File: src/selftest_pkg.sv
package selftest_pkg;

  // Sample and refresh timing
  localparam int unsigned CLK_HZ          = 50_000_000;
  localparam int unsigned SAMPLE_HZ       = 500_000;
  localparam int unsigned SAMPLE_DIV      = CLK_HZ / SAMPLE_HZ;
  localparam int unsigned REFRESH_NS      = 2_000;
  localparam int unsigned CLK_NS          = 20;
  localparam int unsigned REFRESH_CYC     = REFRESH_NS / CLK_NS;
  localparam int unsigned DIV_W           = 7;
  localparam logic [DIV_W-1:0] DIV_LAST   = DIV_W'(SAMPLE_DIV - 1);
  localparam logic [DIV_W-1:0] REF_LAST   = DIV_W'(REFRESH_CYC - 1);

  // Self-test intervals, counted in sample ticks
  localparam int unsigned ENABLE_TICKS    = 64;
  localparam int unsigned WIN1_TICKS      = 32;
  localparam int unsigned WIN2_TICKS      = 32;
  localparam int unsigned TICK_W          = 16;

  localparam int unsigned FAULT_W         = 5;

  typedef enum logic [2:0] {
    ST_ARM   = 3'b000,
    ST_WAIT  = 3'b001,
    ST_WIN1  = 3'b010,
    ST_WIN2  = 3'b011,
    ST_DONE  = 3'b100
  } st_state_t;

endpackage

File: src/sync2.sv
`timescale 1ns/1ns
module sync2 (
  input  wire logic clk_sys,
  input  wire logic srst,
  input  wire logic d,
  output logic      q
);
  logic meta_r;

  always_ff @(posedge clk_sys) begin
    if (srst) begin
      meta_r <= 1'b0;
      q      <= 1'b0;
    end else begin
      meta_r <= d;
      q      <= meta_r;
    end
  end
endmodule

File: src/magnetic_switch_selftest_control.sv
`timescale 1ns/1ns
// Notes on behaviour
// RL1 - Output follows field comparison with hysteresis between thresholds.
// RL2 - Comparison sampled at 500 kHz; output state updated every 2 us.
// RL3 - Overtemperature or safety fault overrides output to high-impedance.
// RL4 - Any internal monitor fault shows as high-impedance output.
// RL5 - Host powers up and holds output low through the enable interval.
// RL6 - Test starts only after low through enable interval, then rise.
// RL7 - Self-test runs at most once per power cycle.
// RL8 - First window emulates a field and drives output on.
// RL9 - Second window emulates opposite field and releases output.
// RL10 - After second window, normal switching resumes regardless of result.
// RL11 - Early rise before enable interval expires skips the test.
// RL12 - Enable and window durations are parameters in sample ticks.
module magnetic_switch_selftest_control
  import selftest_pkg::*;
#(
  parameter int unsigned ENABLE_LEN = ENABLE_TICKS, // RL12
  parameter int unsigned WIN1_LEN   = WIN1_TICKS,
  parameter int unsigned WIN2_LEN   = WIN2_TICKS
) (
  input  wire logic               clk_sys,
  input  wire logic               srst,
  input  wire logic               field_above_on,
  input  wire logic               field_below_off,
  input  wire logic               overtemp_fault,
  input  wire logic [FAULT_W-1:0] monitor_fault,
  input  wire logic               out_pin_i,
  output logic                    out_pin_o,
  output logic                    out_pin_oe_n,
  output logic                    selftest_active,
  output logic                    selftest_used
);

  logic               on_sync;
  logic               off_sync;
  logic               ot_sync;
  logic               pin_sync;
  logic [FAULT_W-1:0] mon_sync;
  logic [DIV_W-1:0]   div_r;
  logic [DIV_W-1:0]   ref_r;
  logic               sw_on_r;
  logic               sw_on_nxt;
  logic               drive_r;
  logic               drive_nxt;
  logic [TICK_W-1:0]  cnt_r;
  logic [TICK_W-1:0]  cnt_nxt;
  logic [TICK_W-1:0]  cnt_inc;
  st_state_t          st_r;
  st_state_t          st_nxt;
  logic               used_r;

  sync2 u_on (
    .clk_sys (clk_sys),
    .srst    (srst),
    .d       (field_above_on),
    .q       (on_sync)
  );
  sync2 u_off (
    .clk_sys (clk_sys),
    .srst    (srst),
    .d       (field_below_off),
    .q       (off_sync)
  );
  sync2 u_ot (
    .clk_sys (clk_sys),
    .srst    (srst),
    .d       (overtemp_fault),
    .q       (ot_sync)
  );
  // Reset value low matches a host that holds the line low at power-on
  sync2 u_pin (
    .clk_sys (clk_sys),
    .srst    (srst),
    .d       (out_pin_i),
    .q       (pin_sync)
  );

  genvar g;
  generate
    for (g = 0; g < FAULT_W; g++) begin : g_mon
      sync2 u_mon (
        .clk_sys (clk_sys),
        .srst    (srst),
        .d       (monitor_fault[g]),
        .q       (mon_sync[g])
      );
    end
  endgenerate

  // Last count of an interval; a length of zero is not supported
  function automatic logic cnt_last(input logic [TICK_W-1:0] cnt,
                                    input int unsigned       len);
    return cnt == TICK_W'(len - 1);
  endfunction

  wire sample_tick  = (div_r == DIV_LAST);  // RL2
  wire refresh_tick = (ref_r == REF_LAST);  // RL2
  wire any_fault    = ot_sync | (|mon_sync);  // RL3 RL4
  wire in_win1      = (st_r == ST_WIN1);  // RL8
  wire in_win2      = (st_r == ST_WIN2);  // RL9

  assign cnt_inc = cnt_r + 1'b1;

  // Hysteresis: on above upper point, off below lower, else hold
  always_comb begin
    sw_on_nxt = sw_on_r;
    if (sample_tick) begin
      if (on_sync)
        sw_on_nxt = 1'b1;  // RL1
      else if (off_sync)
        sw_on_nxt = 1'b0;  // RL1
    end
  end

  // Sequencer; counts run in sample ticks so the host sees stable windows
  always_comb begin
    st_nxt  = st_r;
    cnt_nxt = cnt_r;
    unique case (st_r)
      ST_ARM: begin
        if (pin_sync)
          st_nxt = ST_DONE;  // RL11
        else if (sample_tick) begin
          if (cnt_last(cnt_r, ENABLE_LEN)) begin
            st_nxt  = ST_WAIT;  // RL6
            cnt_nxt = '0;
          end else
            cnt_nxt = cnt_inc;
        end
      end
      // No time limit here: the host may raise the line at any later time
      ST_WAIT: begin
        if (pin_sync) begin
          st_nxt  = ST_WIN1;  // RL6
          cnt_nxt = '0;
        end
      end
      ST_WIN1: begin
        if (sample_tick) begin
          if (cnt_last(cnt_r, WIN1_LEN)) begin
            st_nxt  = ST_WIN2;  // RL9
            cnt_nxt = '0;
          end else
            cnt_nxt = cnt_inc;
        end
      end
      ST_WIN2: begin
        if (sample_tick) begin
          if (cnt_last(cnt_r, WIN2_LEN)) begin
            st_nxt  = ST_DONE;  // RL10
            cnt_nxt = '0;
          end else
            cnt_nxt = cnt_inc;
        end
      end
      ST_DONE: st_nxt = ST_DONE;  // RL7
      default: st_nxt = ST_DONE;
    endcase
  end

  // Faults win over test and normal switching
  // Refresh takes the state held from the previous sample: one period lag
  always_comb begin
    drive_nxt = drive_r;
    if (any_fault)
      drive_nxt = 1'b0;  // RL3 RL4
    else if (in_win1)
      drive_nxt = 1'b1;  // RL8
    else if (in_win2)
      drive_nxt = 1'b0;  // RL9
    else if (refresh_tick)
      drive_nxt = sw_on_r;  // RL1 RL10
  end

  always_ff @(posedge clk_sys) begin
    if (srst)
      div_r <= '0;
    else
      div_r <= sample_tick ? '0 : div_r + 1'b1;  // RL2
  end

  // Kept apart from the sample divider so the refresh period can differ
  always_ff @(posedge clk_sys) begin
    if (srst)
      ref_r <= '0;
    else
      ref_r <= refresh_tick ? '0 : ref_r + 1'b1;  // RL2
  end

  always_ff @(posedge clk_sys) begin
    if (srst) begin
      sw_on_r <= 1'b0;
      drive_r <= 1'b0;
    end else begin
      sw_on_r <= sw_on_nxt;
      drive_r <= drive_nxt;
    end
  end

  always_ff @(posedge clk_sys) begin
    if (srst) begin
      st_r  <= ST_ARM;
      cnt_r <= '0;
    end else begin
      st_r  <= st_nxt;
      cnt_r <= cnt_nxt;
    end
  end

  // Only a power-on clears this, so a test runs once per power cycle
  always_ff @(posedge clk_sys) begin
    if (srst)
      used_r <= 1'b0;
    else if (in_win1)
      used_r <= 1'b1;  // RL7
  end

  // Open drain: only ever pulls low
  assign out_pin_o       = 1'b0;
  assign out_pin_oe_n    = ~drive_r;
  assign selftest_active = in_win1 || in_win2;
  assign selftest_used   = used_r;

endmodule

File: config.mk
export PLATFORM = sky130hd
export DESIGN_NAME = magnetic_switch_selftest_control
export DESIGN_NICKNAME = d
export VERILOG_FILES = /design/src/selftest_pkg.sv /design/src/sync2.sv /design/src/magnetic_switch_selftest_control.sv
export SDC_FILE = /design/constraint.sdc
export NUM_CORES = 1
export LEC_CHECK = 0
export BUFFER_PORTS_ARGS = -buffer_cell sky130_fd_sc_hd__buf_2
export CAP_MARGIN = 20
export CORE_ASPECT_RATIO = 0.8
export CORE_MARGIN = 1.5
export CORE_UTILIZATION = 35
export CTS_CLUSTER_SIZE = 24
export DETAILED_ROUTE_END_ITERATION = 10
export SLEW_MARGIN = 20
export SYNTH_ARGS = -nofsm -noshare
export SYNTH_HDL_FRONTEND = slang
export SYNTH_HIERARCHICAL = 1
export SYNTH_SLANG_ARGS = --single-unit
File: constraint.sdc
create_clock -name clk_sys -period 1.8 [get_ports clk_sys]
set_clock_uncertainty 0.2 [all_clocks]
set_input_delay 0.18 -clock clk_sys [delete_from_list [all_inputs] [get_ports clk_sys]]
set_output_delay 0.18 -clock clk_sys [all_outputs]
set_load 0.005 [all_outputs]
**Word-level counts from Yosys, hierarchy flattened**

Cells that the tools add are included.

- Add/sub/neg operators: 3
- Multipliers: 0
- Divide/modulo/power cells: 0
- Magnitude comparators: 0
- Equality and inequality tests: 17
- Shift-type cells: 0
- Muxes and demuxes: 21
- Bitwise logic cells: 2
- Reduce and logical (&&, ||, !) cells: 13

Operators with widths:

| cell | count |
|---|---|
| 16-bit 2-to-1 mux | 6 |
| 16-bit one-hot mux with 3 select lines | 1 |
| 3-bit 2-to-1 mux | 8 |
| 16-bit by 1-bit adder with 16-bit output, second input constant | 1 |
| 16-bit by 5-bit equality test with 1-bit output, second input constant | 1 |
| 16-bit by 6-bit equality test with 1-bit output, second input constant | 1 |
| 7-bit by 1-bit adder with 7-bit output, second input constant | 2 |
| 7-bit equality test, second input constant | 2 |
| 3-bit one-hot mux with 4 select lines | 1 |
| 2-bit by 1-bit inequality test with 1-bit output, second input constant | 4 |
| 2-bit inequality test, second input constant | 4 |
| 2-bit OR reduction | 4 |
| 7-bit AND reduction | 1 |
| 3-bit by 2-bit equality test with 1-bit output, second input constant | 2 |
| 3-bit by 2-bit inequality test with 1-bit output, second input constant | 2 |
| 3-bit nonzero test | 2 |
| 1-bit 2-to-1 mux | 5 |
| 5-bit AND reduction | 1 |
| 5-bit OR reduction | 1 |
| 3-bit by 1-bit equality test with 1-bit output, second input constant | 1 |
| 3-bit zero test | 1 |
| 2-bit AND reduction | 1 |
| 2-bit nonzero test | 1 |
| 1-bit logical OR | 1 |
| 2 further kinds | 2 |

- Bits in registers: 54
- Latch bits: 0
- Bits in writable memories: 0
- Memory bits (read-only): 0
- Bits of input ports: 11
- Output and inout bits: 4
- Memories kept: 0

**Depth between registers and ports, before layout**

Gate-level depths: netlist (run 1).

- Depth after elaboration: 5
- Depth in mapped cells: 7

**Cells and area by module**

The synthesis (run 1) kept the hierarchy.

By module, submodules not included:

| module | times used | cells an instance | area each (um^2) | sequential area each (um^2) |
|---|---|---|---|---|
| magnetic_switch_selftest_control | 1 | 201 | 1828.0 | 720.7 |
| sync2 | 9 | 4 | 52.6 | 40.0 |

**Worst setup path before layout (run 1)**

OpenSTA, ideal clock, no wires.

- Kind: register -> register
- From: register div_r[0]
- To: register cnt_r[14]
- Library setup time: 0.115 ns
- Arrival time: 1.715 ns
- Required time: 1.485 ns
- Setup slack: -0.230 ns
- Cell stages (with the launch flop): 8
- Path buffers: 1
- Cells stage by stage: dfxtp_1 > ha_1 > nand4b_1 > o41a_1 > buf_6 > nor4_2 > xnor2_1 > nor2_2

- Word-level cells in the longest chain between the ends: 3
- Elaborated cells between the ends (all ways): 4
- Those cells by class: eq/ne: 3; reduce/logical: 1

RTL lines:

| element | line | RTL |
|---|---|---|
| start, declared | magnetic_switch_selftest_control.sv:40 | `logic [DIV_W-1:0] div_r;` |
| start signal, assigned | magnetic_switch_selftest_control.sv:180 | `div_r <= sample_tick ? '0 : div_r + 1'b1;` |
| 7-bit equality test (*) | magnetic_switch_selftest_control.sv:97 | `wire sample_tick = (div_r == DIV_LAST);` |
| 2-bit inequality test (no source line) / 2-bit by 1-bit inequality test with 1-bit output (equally long branches) | n/a |  |
| 5-bit AND reduction (no source line) (*) | n/a |  |
| end signal, assigned | magnetic_switch_selftest_control.sv:207 | `cnt_r <= cnt_nxt;` |
| end, declared | magnetic_switch_selftest_control.sv:46 | `logic [TICK_W-1:0] cnt_r;` |

Mark *: on every way between the ends. The rest lies on a longest branch, timed or not.
A chain may end at the register's enable or synchronous reset.

**Worst setup path after layout (run 1)**

- From: register cnt_r[15]
- To: register st_r[0]

- Word-level cells in the longest chain between the ends: 3
- Elaborated cells between the ends (all ways): 6
- Those cells by class: eq/ne: 5; reduce/logical: 1

RTL lines:

| element | line | RTL |
|---|---|---|
| 16-bit by 6-bit equality test with 1-bit output / 16-bit by 5-bit equality test with 1-bit output (equally long branches) | magnetic_switch_selftest_control.sv:94 | `return cnt == TICK_W'(len - 1);` |
| 3-bit by 2-bit inequality test with 1-bit output (no source line) / 2-bit by 1-bit inequality test with 1-bit output (equally long branches) | n/a |  |
| 7-bit AND reduction (no source line) (*) | n/a |  |
| end signal, assigned | magnetic_switch_selftest_control.sv:206 | `st_r <= st_nxt;` |
| end, declared | magnetic_switch_selftest_control.sv:49 | `st_state_t st_r;` |

Marked as above.

==> results of run 1 <==
==> power breakdown <==
part	total (uW)	internal, uW	switching [uW]
clock	689	281	408
sequential	1240	1230	17.7
combinational	132	72.4	59.6
==> cell families after synthesis <==
logic type                 after synthesis  share of synthesized area (%)
and+or+nand+nor                        119                           31.3
DFF                                     54                           47.0
xor gates and xnor gates                24                           9.14
AOI/OAI and AO/OA                       19                           6.74
buffers and inverters                   16                           3.59
adders and majority gates                3                           1.63
other                                    1                          0.163
muxes                                    1                          0.435
==> per-layer routing <==
| metal | GRT usage, % | vias to the layer above | part of all wire (%) |
|---|---|---|---|
| met1 | 18.5 | 844 | 52 |
| met4 | 3.48 | 0 | 0.99 |
| met2 | 20.7 | 22 | 45 |
| met3 | 2.99 | 5 | 2.3 |
| met5 | 0 | - | 0 |
| li1 | - | 926 | - |
==> repair_timing <==
action                     in CTS  in global routing
resized for setup              12                  8
pin swaps                       4                  8
hold endpoints to repair        9                  0
buffers inserted                0                  2
hold buffers                    9                  0
cloned                          1                  1
setup endpoints to repair      20                 20
==> flip-flops by register name, summed over array words and instances (netlist names) <==
name,count
u_pin/q,1
div_r,7
ref_r,7
drive_r,1
u_on/meta_r,1
u_ot/meta_r,1
g_mon.u_mon/q,5
selftest_used,1
sw_on_r,1
g_mon.u_mon/meta_r,5
u_off/q,1
u_off/meta_r,1
u_on/q,1
u_ot/q,1
st_r,3
cnt_r,16
u_pin/meta_r,1
==> worst min path at each step <==
stage	startpoint	end	slack, ps	depth (start not counted)
after floorplan	srst	g_mon[0].u_mon/meta_r	50	1
after global placement	field_below_off	u_off/meta_r	190	2
after detailed placement	monitor_fault[2]	g_mon[2].u_mon/meta_r	190	2
after CTS	srst	g_mon[4].u_mon/q	20	2
after global routing	srst	g_mon[1].u_mon/q	20	2
final	srst	g_mon[4].u_mon/q	20	2
==> area by class of cell <==
| class | instances | area, um^2 | area share (%) |
|---|---|---|---|
| flip-flops and latches | 54 | 1080 | 35.2 |
| repair buffers | 63 | 520 | 16.9 |
| inverters | 4 | 15.0 | 0.488 |
| clock buffers | 5 | 68.8 | 2.24 |
| clock inverters | 3 | 25.0 | 0.814 |
| multi-input cells | 167 | 1260 | 40.9 |
| well taps | 84 | 105 | 3.42 |
==> stage by stage <==
stage	worst slack, ps	hold WS (ps)	cell area (um^2)	power [uW]
2_1_floorplan	-186	51.6	2340	1330
3_3_place_gp	-245	188	2730	1370
3_5_place_dp	-230	194	2730	1370
4_1_cts	-277	16.5	2990	2090
5_1_grt	-377	25.0	3070	2170
6_report	-265	21.1	3070	2070
==> layout by cell type, fill, tap and decap left out, types with 5 or more instances in the layout <==
cell            n
nand3_1         8
nor4_2          6
nand4_1         5
nor3_1          9
dfxtp_1        52
clkbuf_8        5
buf_4          34
a21oi_1         5
buf_2          13
nor2b_1        19
nor2_1         28
nand2_1        12
dlygate4sd3_1   9
xnor2_1        20
==> worst max-delay path, cell delays in order, from the launching register on <==
cell and delay [ps]:
dfxtp_1 320, or4_4 550, nor4_4 320, buf_4 170, buf_4 100, a41oi_1 120
o21a_1 190
==> reports/results.tsv, run 1 <==
stage	metric	value	unit
run_status	status	finished, violations left	
timing	final.setup.worst_slack	-265	ps
floorplanning	coreArea	6380	um^2
timing	hold_viol_final	0	
critical_path	end_kind	register	
power	peakVddDrop	0.316	mV
critical_path	r2r_cells	6	
global_routing	grt_pass1_vias	1584	
placement	dp.cells	359	
routing	via_count	1797	
critical_path	critPathLaunch	cnt_r[15]	
logic_synthesis	synth_edf_count	0	
finish	fin_util	48.2	%
clock_tree	cts_sinks	54	
routing	drc	0	
clock_tree	clockBufferDepth	2	
finish	layout.nets	309	
logic_synthesis	synth_fp_nets	251	
logic_synthesis	synth_top_cell_area_share	47.0	%
worst_hold_path	hp-class	in2reg	
global_routing	antenna_found_initial	0	
floorplanning	dieArea	7070	um^2
global_routing	grt_pass1_wl	7430	um
clock_tree	cts.clk_slew.worst_paths	100	ps
logic_synthesis	ys_ff_latch	54	
timing	slew_violations	0	
logic_synthesis	yosysSeqAreaShare	47.0	%
routing	routed_wl	4460	um
finish	n_antenna_cell	0	
logic_synthesis	synth-main-ff-cell	dfxtp_1	
logic_synthesis	async_reset_ff_share	0	%
logic_synthesis	synth_area_leaders	dfxtp_1 (47%), xnor2_1 (7.6%), nor2b_1 (5.2%)	
global_routing	grt_usage	13.2	%
logic_synthesis	yosys.cell_count.top_type	dfxtp_1	
critical_path	critPathMaxFanout	2	
clock_tree	root_buffer	clkbuf_8	
floorplanning	rows	26	
critical_path	arrival	2070	ps
critical_path	startpoint_type	register	
finish	fill_cells	609	
logic_synthesis	syn_area_per_cell	9.71	um^2
job	cap_violations	0	
logic_synthesis	ys_warn_count	6	
finish	syn2layout_area_growth	33.6	%
placement	io_buffers	13	
placement	gp_congestion	0.733	
timing	fin_setup_tns	-4490	ps
critical_path	endpoint	st_r[0]	
timing	rsz0062_at_grt	true	
routing	firstDrtPassIters	4	
logic_synthesis	synth_top_area_cell	dfxtp_1	
critical_path	r2r_start	cnt_r[15]	
clock_tree	tritoncts	built	
run_status	violations	setup timing	
floorplanning	ios	15	
global_routing	grt_max_degree	19	
timing	fin_crit_sh	115	%
timing	post-route-min-period	2070	ps
critical_path	path_class	reg2reg	
timing	fmax	0.484	GHz
critical_path	critPathRequiredTime	1810	ps
floorplanning	die_w	93.7	um
clock_tree	htree_levels	2	
critical_path	r2r-end	st_r[0]	
critical_path	regToRegSetupSlack	-270	ps
logic_synthesis	synthTopCellsByCount	dfxtp_1 (54), nor2_1 (29), xnor2_1 (20), nor2b_1 (19), nand2_1 (12)	
finish	drive_gt1_share	31.8	%
timing	setup_viol	19	
logic_synthesis	netlist_instances	237	
clock_tree	clk_latency	300	ps
logic_synthesis	syn_area	2300	um^2
floorplanning	dieHeight	75.5	um
finish	post_layout_nonfiller_instances	380	
power	total_leakage_power	0.00118	uW
logic_synthesis	ys_types	50	
routing	drtIter0Drc	99	
placement	dp_hpwl	3030	um
routing	drt-vias-per-instance	4.73	
power	power.density	672	nW/um^2
routing	ant_nets	0	
routing	routedWlPerCell	11.7	um
clock_tree	cts-buffers-inserted	5	
floorplanning	start_util	36.1	%
global_routing	grt_overflow_total	0	
Power figures use the tool's default switching activity.
==> run 2: changes to the inputs <==
- BUFFER_PORTS_ARGS: -buffer_cell sky130_fd_sc_hd__buf_2 -> -buffer_cell sky130_fd_sc_hd__clkbuf_2
- SKIP_LAST_GASP: default -> 1
==> reports/results.tsv, run 2 (synthesized netlist as in run 1, its figures left out) <==
stage	metric	value	unit
routing	drc	0	
finish	post_layout_nonfiller_instances	381	
floorplanning	dieArea	7070	um^2
routing	routed_wl	4700	um
critical_path	end_kind	register	
critical_path	critPathRequiredTime	1810	ps
global_routing	grt_usage	13.3	%
power	peakVddDrop	0.311	mV
timing	fin_crit_sh	117	%
worst_hold_path	worstHoldStart	g_mon[3].u_mon/meta_r	
floorplanning	ios	15	
routing	drt-vias-per-instance	4.66	
critical_path	path_class	reg2reg	
floorplanning	start_util	36.1	%
finish	drive_gt1_share	36.0	%
finish	largest_reg_flops	16	
placement	dpl_cell_area	2740	um^2
finish	seqCellArea	1080	um^2
power	total_leakage_power	0.00118	uW
routing	via_count	1777	
critical_path	r2r_cells	6	
finish	layout_common_cells	dfxtp_1 (51), buf_4 (37), xnor2_1 (19), nor2b_1 (19), nor2_1 (18)	
finish	fill_cells	589	
placement	gp_congestion	0.769	
critical_path	critPathMaxFanout	8	
floorplanning	die_w	93.7	um
timing	post-route-min-period	2110	ps
worst_hold_path	min_path_cells	1	
routing	routedWlPerCell	12.3	um
critical_path	crit_path_max_incr_delay	550	ps
placement	io_buffers	13	
worst_hold_path	hp-class	reg2reg	
global_routing	grt.met2_usage	18.4	%
clock_tree	htree_levels	2	
clock_tree	cts_sinks	54	
finish	top_regs	cnt_r (16), div_r (7), ref_r (7)	
clock_tree	clk_latency	320	ps
timing	fin_setup_tns	-5250	ps
finish	n_antenna_cell	0	
routing	drtIter0Drc	57	
timing	rsz0062_at_grt	true	
timing	slew_violations	0	
finish	stdcell_area	3120	um^2
global_routing	grtUsageMet1	19.5	%
critical_path	worstPathCellList	or4_4 -> nor4_4 -> o21bai_2 -> a21oi_4 -> buf_12 -> a21oi_2	
finish	multiInputGateArea	1310	um^2
clock_tree	cts-buffers-inserted	5	
floorplanning	coreArea	6380	um^2
critical_path	startpoint_type	register	
timing	fmax	0.473	GHz
critical_path	arrival	2120	ps
clock_tree	root_buffer	clkbuf_8	
timing	hold_viol_final	0	
global_routing	grt_overflow_total	0	
floorplanning	dieHeight	75.5	um
critical_path	slowest_stage	or4_4	
timing	final.setup.worst_slack	-312	ps
clock_tree	clockBufferDepth	2	
placement	dp.cells	362	
finish	layout.nets	310	
clock_tree	tritoncts	built	
clock_tree	cts.clk_slew.worst_paths	110	ps
finish	largest_register	cnt_r	
placement	dp_hpwl	3090	um
global_routing	antenna_found_initial	0	
critical_path	r2r-end	cnt_r[1]	
global_routing	grt_pass1_wl	7190	um
worst_hold_path	hold_end	g_mon[3].u_mon/q	
global_routing	grt_pass1_vias	1531	
job	cap_violations	0	
floorplanning	rows	26	
finish	syn2layout_area_growth	35.5	%
timing	setup_viol	19	
routing	ant_nets	0	
global_routing	grt_max_degree	20	
routing	firstDrtPassIters	4	
critical_path	regToRegSetupSlack	-310	ps
global_routing	grt_busiest_layer	met1	
run_status	violations	setup timing	
run_status	status	finished, violations left	
placement	dp_slack	-225	ps
finish	final_common_cell	dfxtp_1	
clock_tree	cts_setup_buffers	0	
power	power.density	674	nW/um^2
critical_path	r2r_start	cnt_r[15]	
finish	fin_util	48.9	%
global_routing	grt_use_met3	2.99	%
==> run 2: changes by cell type in the layout (fill, tap and decap cells not counted), moves of 2 or more <==
| cell | before | now |
|---|---|---|
| buf_6 | 4 | 2 |
| nor2_1 | 28 | 18 |
| nor2_4 | 1 | 8 |
| nor2_2 | 3 | 6 |
| clkbuf_2 | 0 | 13 |
| buf_2 | 13 | 0 |
| buf_4 | 34 | 37 |
==> run 2: area by class of cell <==
cell class                 instances  share of cell area, %
clock buffer                       5                   2.21
clock inverter                     3                  0.923
inverter                           4                  0.482
multi-input combinational        167                   41.9
sequential                        54                   34.8
tap                               84                   3.37
timing repair buffer              64                   16.4
==> run 2: what timing repair did <==
| action | CTS | global route |
|---|---|---|
| endpoints found under the setup margin | 20 | 20 |
| pin swaps | 3 | 11 |
| gates cloned | 0 | 1 |
| gates resized for setup | 7 | 27 |
| hold buffers | 10 | 0 |
| endpoints found under the hold margin | 12 | 0 |
==> run 2: metal layers <==
metal  routed length (um)  part of all wire [%]
met5                    0                     0
met2                 1970                    42
met1                 2510                    54
met3                  119                   2.5
met4                   89                   1.9
==> run 2: worst max-delay path by stage <==
stage                     slack, ps       from       end  cells past startpoint
after detailed placement       -220  cnt_r[15]   st_r[0]                      6
after floorplan                -190  cnt_r[15]  cnt_r[7]                      6
after global placement         -220  cnt_r[15]   st_r[0]                      6
after global routing           -370  cnt_r[15]   st_r[0]                      6
final                          -310  cnt_r[15]  cnt_r[1]                      6
after CTS                      -250  cnt_r[15]   st_r[0]                      6
==> run 2: worst max-delay path, delay by kind of cell, from the launching register on <==
family / cells / cell delay (ps)
AO/OA/AOI/OAI: 3 / 400
buffers and inverters: 1 / 190
flip-flops: 1 / 340
AND/OR/NAND/NOR: 2 / 870
==> run 2: where the power goes <==
group	switching (uW)	leakage, uW	total, uW	internal (uW)
registers	13.4	0.000441	1240	1230
logic	68.6	0.000685	139	70.4
clock network	435	0.0000502	724	289
==> run 2: through the flow <==
| step | hold WS (ps) | total power [uW] |
|---|---|---|
| 3_5_place_dp | 195 | 1370 |
| 3_3_place_gp | 191 | 1370 |
| 6_report | 248 | 2100 |
| 4_1_cts | 250 | 2120 |
| 5_1_grt | 262 | 2190 |
| 2_1_floorplan | 51.6 | 1330 |
==> run 3: changes to the inputs <==
- BUFFER_PORTS_ARGS: -buffer_cell sky130_fd_sc_hd__clkbuf_2 -> -buffer_cell sky130_fd_sc_hd__buf_2
- CORE_UTILIZATION: 35 -> 53
- PLACE_DENSITY: default -> 0.74
==> reports/results.tsv, run 3 (synthesized netlist as in run 1, its figures left out) <==
stage	metric	value	unit
run_status	status	finished, violations left	
run_status	violations	setup timing	
clock_tree	cts-buffers-inserted	5	
clock_tree	clk_latency	310	ps
finish	largest_reg_flops	16	
global_routing	grt_overflow_total	0	
critical_path	cp.buffers_inverters	1	
critical_path	slowest_stage	or4_4	
timing	setup_viol	19	
global_routing	grt_max_degree	21	
job	cap_violations	0	
global_routing	grt.met2_usage	30.8	%
critical_path	regToRegSetupSlack	-210	ps
routing	routed_wl	4420	um
worst_hold_path	min_path_cells	2	
routing	firstDrtPassIters	4	
global_routing	grt_pass1_vias	1590	
timing	worst_hold_slack	52.7	ps
worst_hold_path	worstHoldStart	srst	
finish	drive_gt1_share	32.3	%
timing	rsz0062_at_grt	true	
floorplanning	ios	15	
power	peakVddDrop	0.548	mV
power	total_leakage_power	0.00117	uW
clock_tree	root_buffer	clkbuf_8	
clock_tree	cts.clk_slew.worst_paths	100	ps
global_routing	antenna_found_initial	0	
critical_path	critPathRequiredTime	1860	ps
timing	hold_viol_final	0	
global_routing	grt_busiest_layer	met2	
clock_tree	htree_levels	2	
placement	dp.cells	335	
timing	fin_crit_sh	112	%
finish	largest_register	cnt_r	
finish	syn2layout_area_growth	32.2	%
critical_path	cp_top_family	simple AND/OR/NAND/NOR gates	
routing	via_count	1802	
floorplanning	start_util	55.1	%
finish	post_layout_nonfiller_instances	354	
routing	drtIter0Drc	52	
timing	final.setup.worst_slack	-208	ps
routing	routedWlPerCell	12.5	um
critical_path	crit_path_max_incr_delay	540	ps
timing	slew_violations	0	
routing	ant_nets	0	
timing	fmax	0.498	GHz
routing	drc	0	
critical_path	r2r-end	st_r[0]	
critical_path	r2r_cells	6	
clock_tree	cts_sinks	54	
finish	layout.nets	310	
routing	drt-vias-per-instance	5.09	
critical_path	startpoint_type	register	
placement	io_buffers	13	
placement	dp_hpwl	2900	um
critical_path	worstPathCellList	or4_4 -> nor4_4 -> buf_4 -> a31oi_1 -> nor4_1 -> o21a_1	
critical_path	path_class	reg2reg	
clock_tree	clockBufferDepth	2	
global_routing	grt_usage	19.6	%
floorplanning	coreArea	4180	um^2
finish	layout_common_cells	dfxtp_1 (52), buf_4 (35), nor2_1 (28), xnor2_1 (20), nor2b_1 (19)	
floorplanning	dieArea	4750	um^2
global_routing	grtUsageMet1	25.9	%
critical_path	r2r_start	cnt_r[15]	
floorplanning	rows	21	
critical_path	arrival	2070	ps
critical_path	critPathMaxFanout	3	
finish	final_common_cell	dfxtp_1	
critical_path	end_kind	register	
floorplanning	die_w	76.7	um
timing	post-route-min-period	2010	ps
finish	n_antenna_cell	0	
worst_hold_path	hp-class	in2reg	
clock_tree	tritoncts	built	
floorplanning	dieHeight	61.9	um
finish	top_regs	cnt_r (16), div_r (7), ref_r (7)	
worst_hold_path	hold_end	g_mon[1].u_mon/q	
placement	dp_slack	-237	ps
power	power.density	674	nW/um^2
placement	gp_congestion	0.857	
global_routing	grt_pass1_wl	7100	um
global_routing	grt_use_met3	6.13	%
## run 3: changes by cell type in the layout (fill, tap and decap cells not counted), sizes merged
cell,change
buf,+15
clkbuf,-14
clkinv,-2
clkinvlp,+2
dlygate4sd3,-1
## run 3: layer usage
layer,vias to the layer above,routed length (um)
met4,0,54
met5,-,0
met2,29,1980
met1,834,2190
met3,7,191
li1,932,-
## run 3: worst register-to-register path: stages, from the launching register on
cell and delay [ps]:
dfxtp_1 320, or4_4 540, nor4_4 320, buf_4 170, a31oi_1 70, nor4_1 190
o21a_1 150
## run 3: area by class of cell
type,count,area (um^2)
sequential,54,1080
fill,304,1140
timing repair buffer,64,499
inverter,4,15.0
clock inverter,3,23.8
tap,57,71.3
clock buffer,5,68.8
multi-input combinational,167,1280
## run 3: through the flow
step | cell area (um^2) | util (%) | power (uW) | TNS, ps
5_1_grt | 3040 | 72.8 | 2130 | -4470
3_3_place_gp | 2710 | 64.9 | 1370 | -2650
3_5_place_dp | 2710 | 64.9 | 1370 | -2990
4_1_cts | 2960 | 70.9 | 2060 | -2950
2_1_floorplan | 2340 | - | 1330 | -2240
6_report | 3040 | 72.8 | 2050 | -2860
## run 3: worst max-delay path by stage
| stage | from | end | depth (start not counted) |
|---|---|---|---|
| after floorplan | cnt_r[15] | cnt_r[7] | 6 |
| after global placement | div_r[1] | cnt_r[7] | 7 |
| after detailed placement | div_r[1] | cnt_r[6] | 7 |
| after CTS | cnt_r[15] | st_r[0] | 6 |
| after global routing | div_r[1] | cnt_r[10] | 8 |
| final | cnt_r[15] | st_r[0] | 6 |
## run 3: power by group
part / leakage [uW] / switching [uW] / internal (uW)
registers: 0.000441 / 17.0 / 1230
clock network: 0.0000408 / 405 / 279
logic: 0.000693 / 58.0 / 63.8
total: 0.00117 / 480 / 1570
## run 3: timing repair
action                                 in CTS  in global routing
pin swaps                                   4                  5
gates cloned                                1                  0
resized for setup                          11                 12
setup endpoints to repair                  19                 20
setup buffers                               0                  1
hold buffers                                9                  0
endpoints found under the hold margin       9                  0
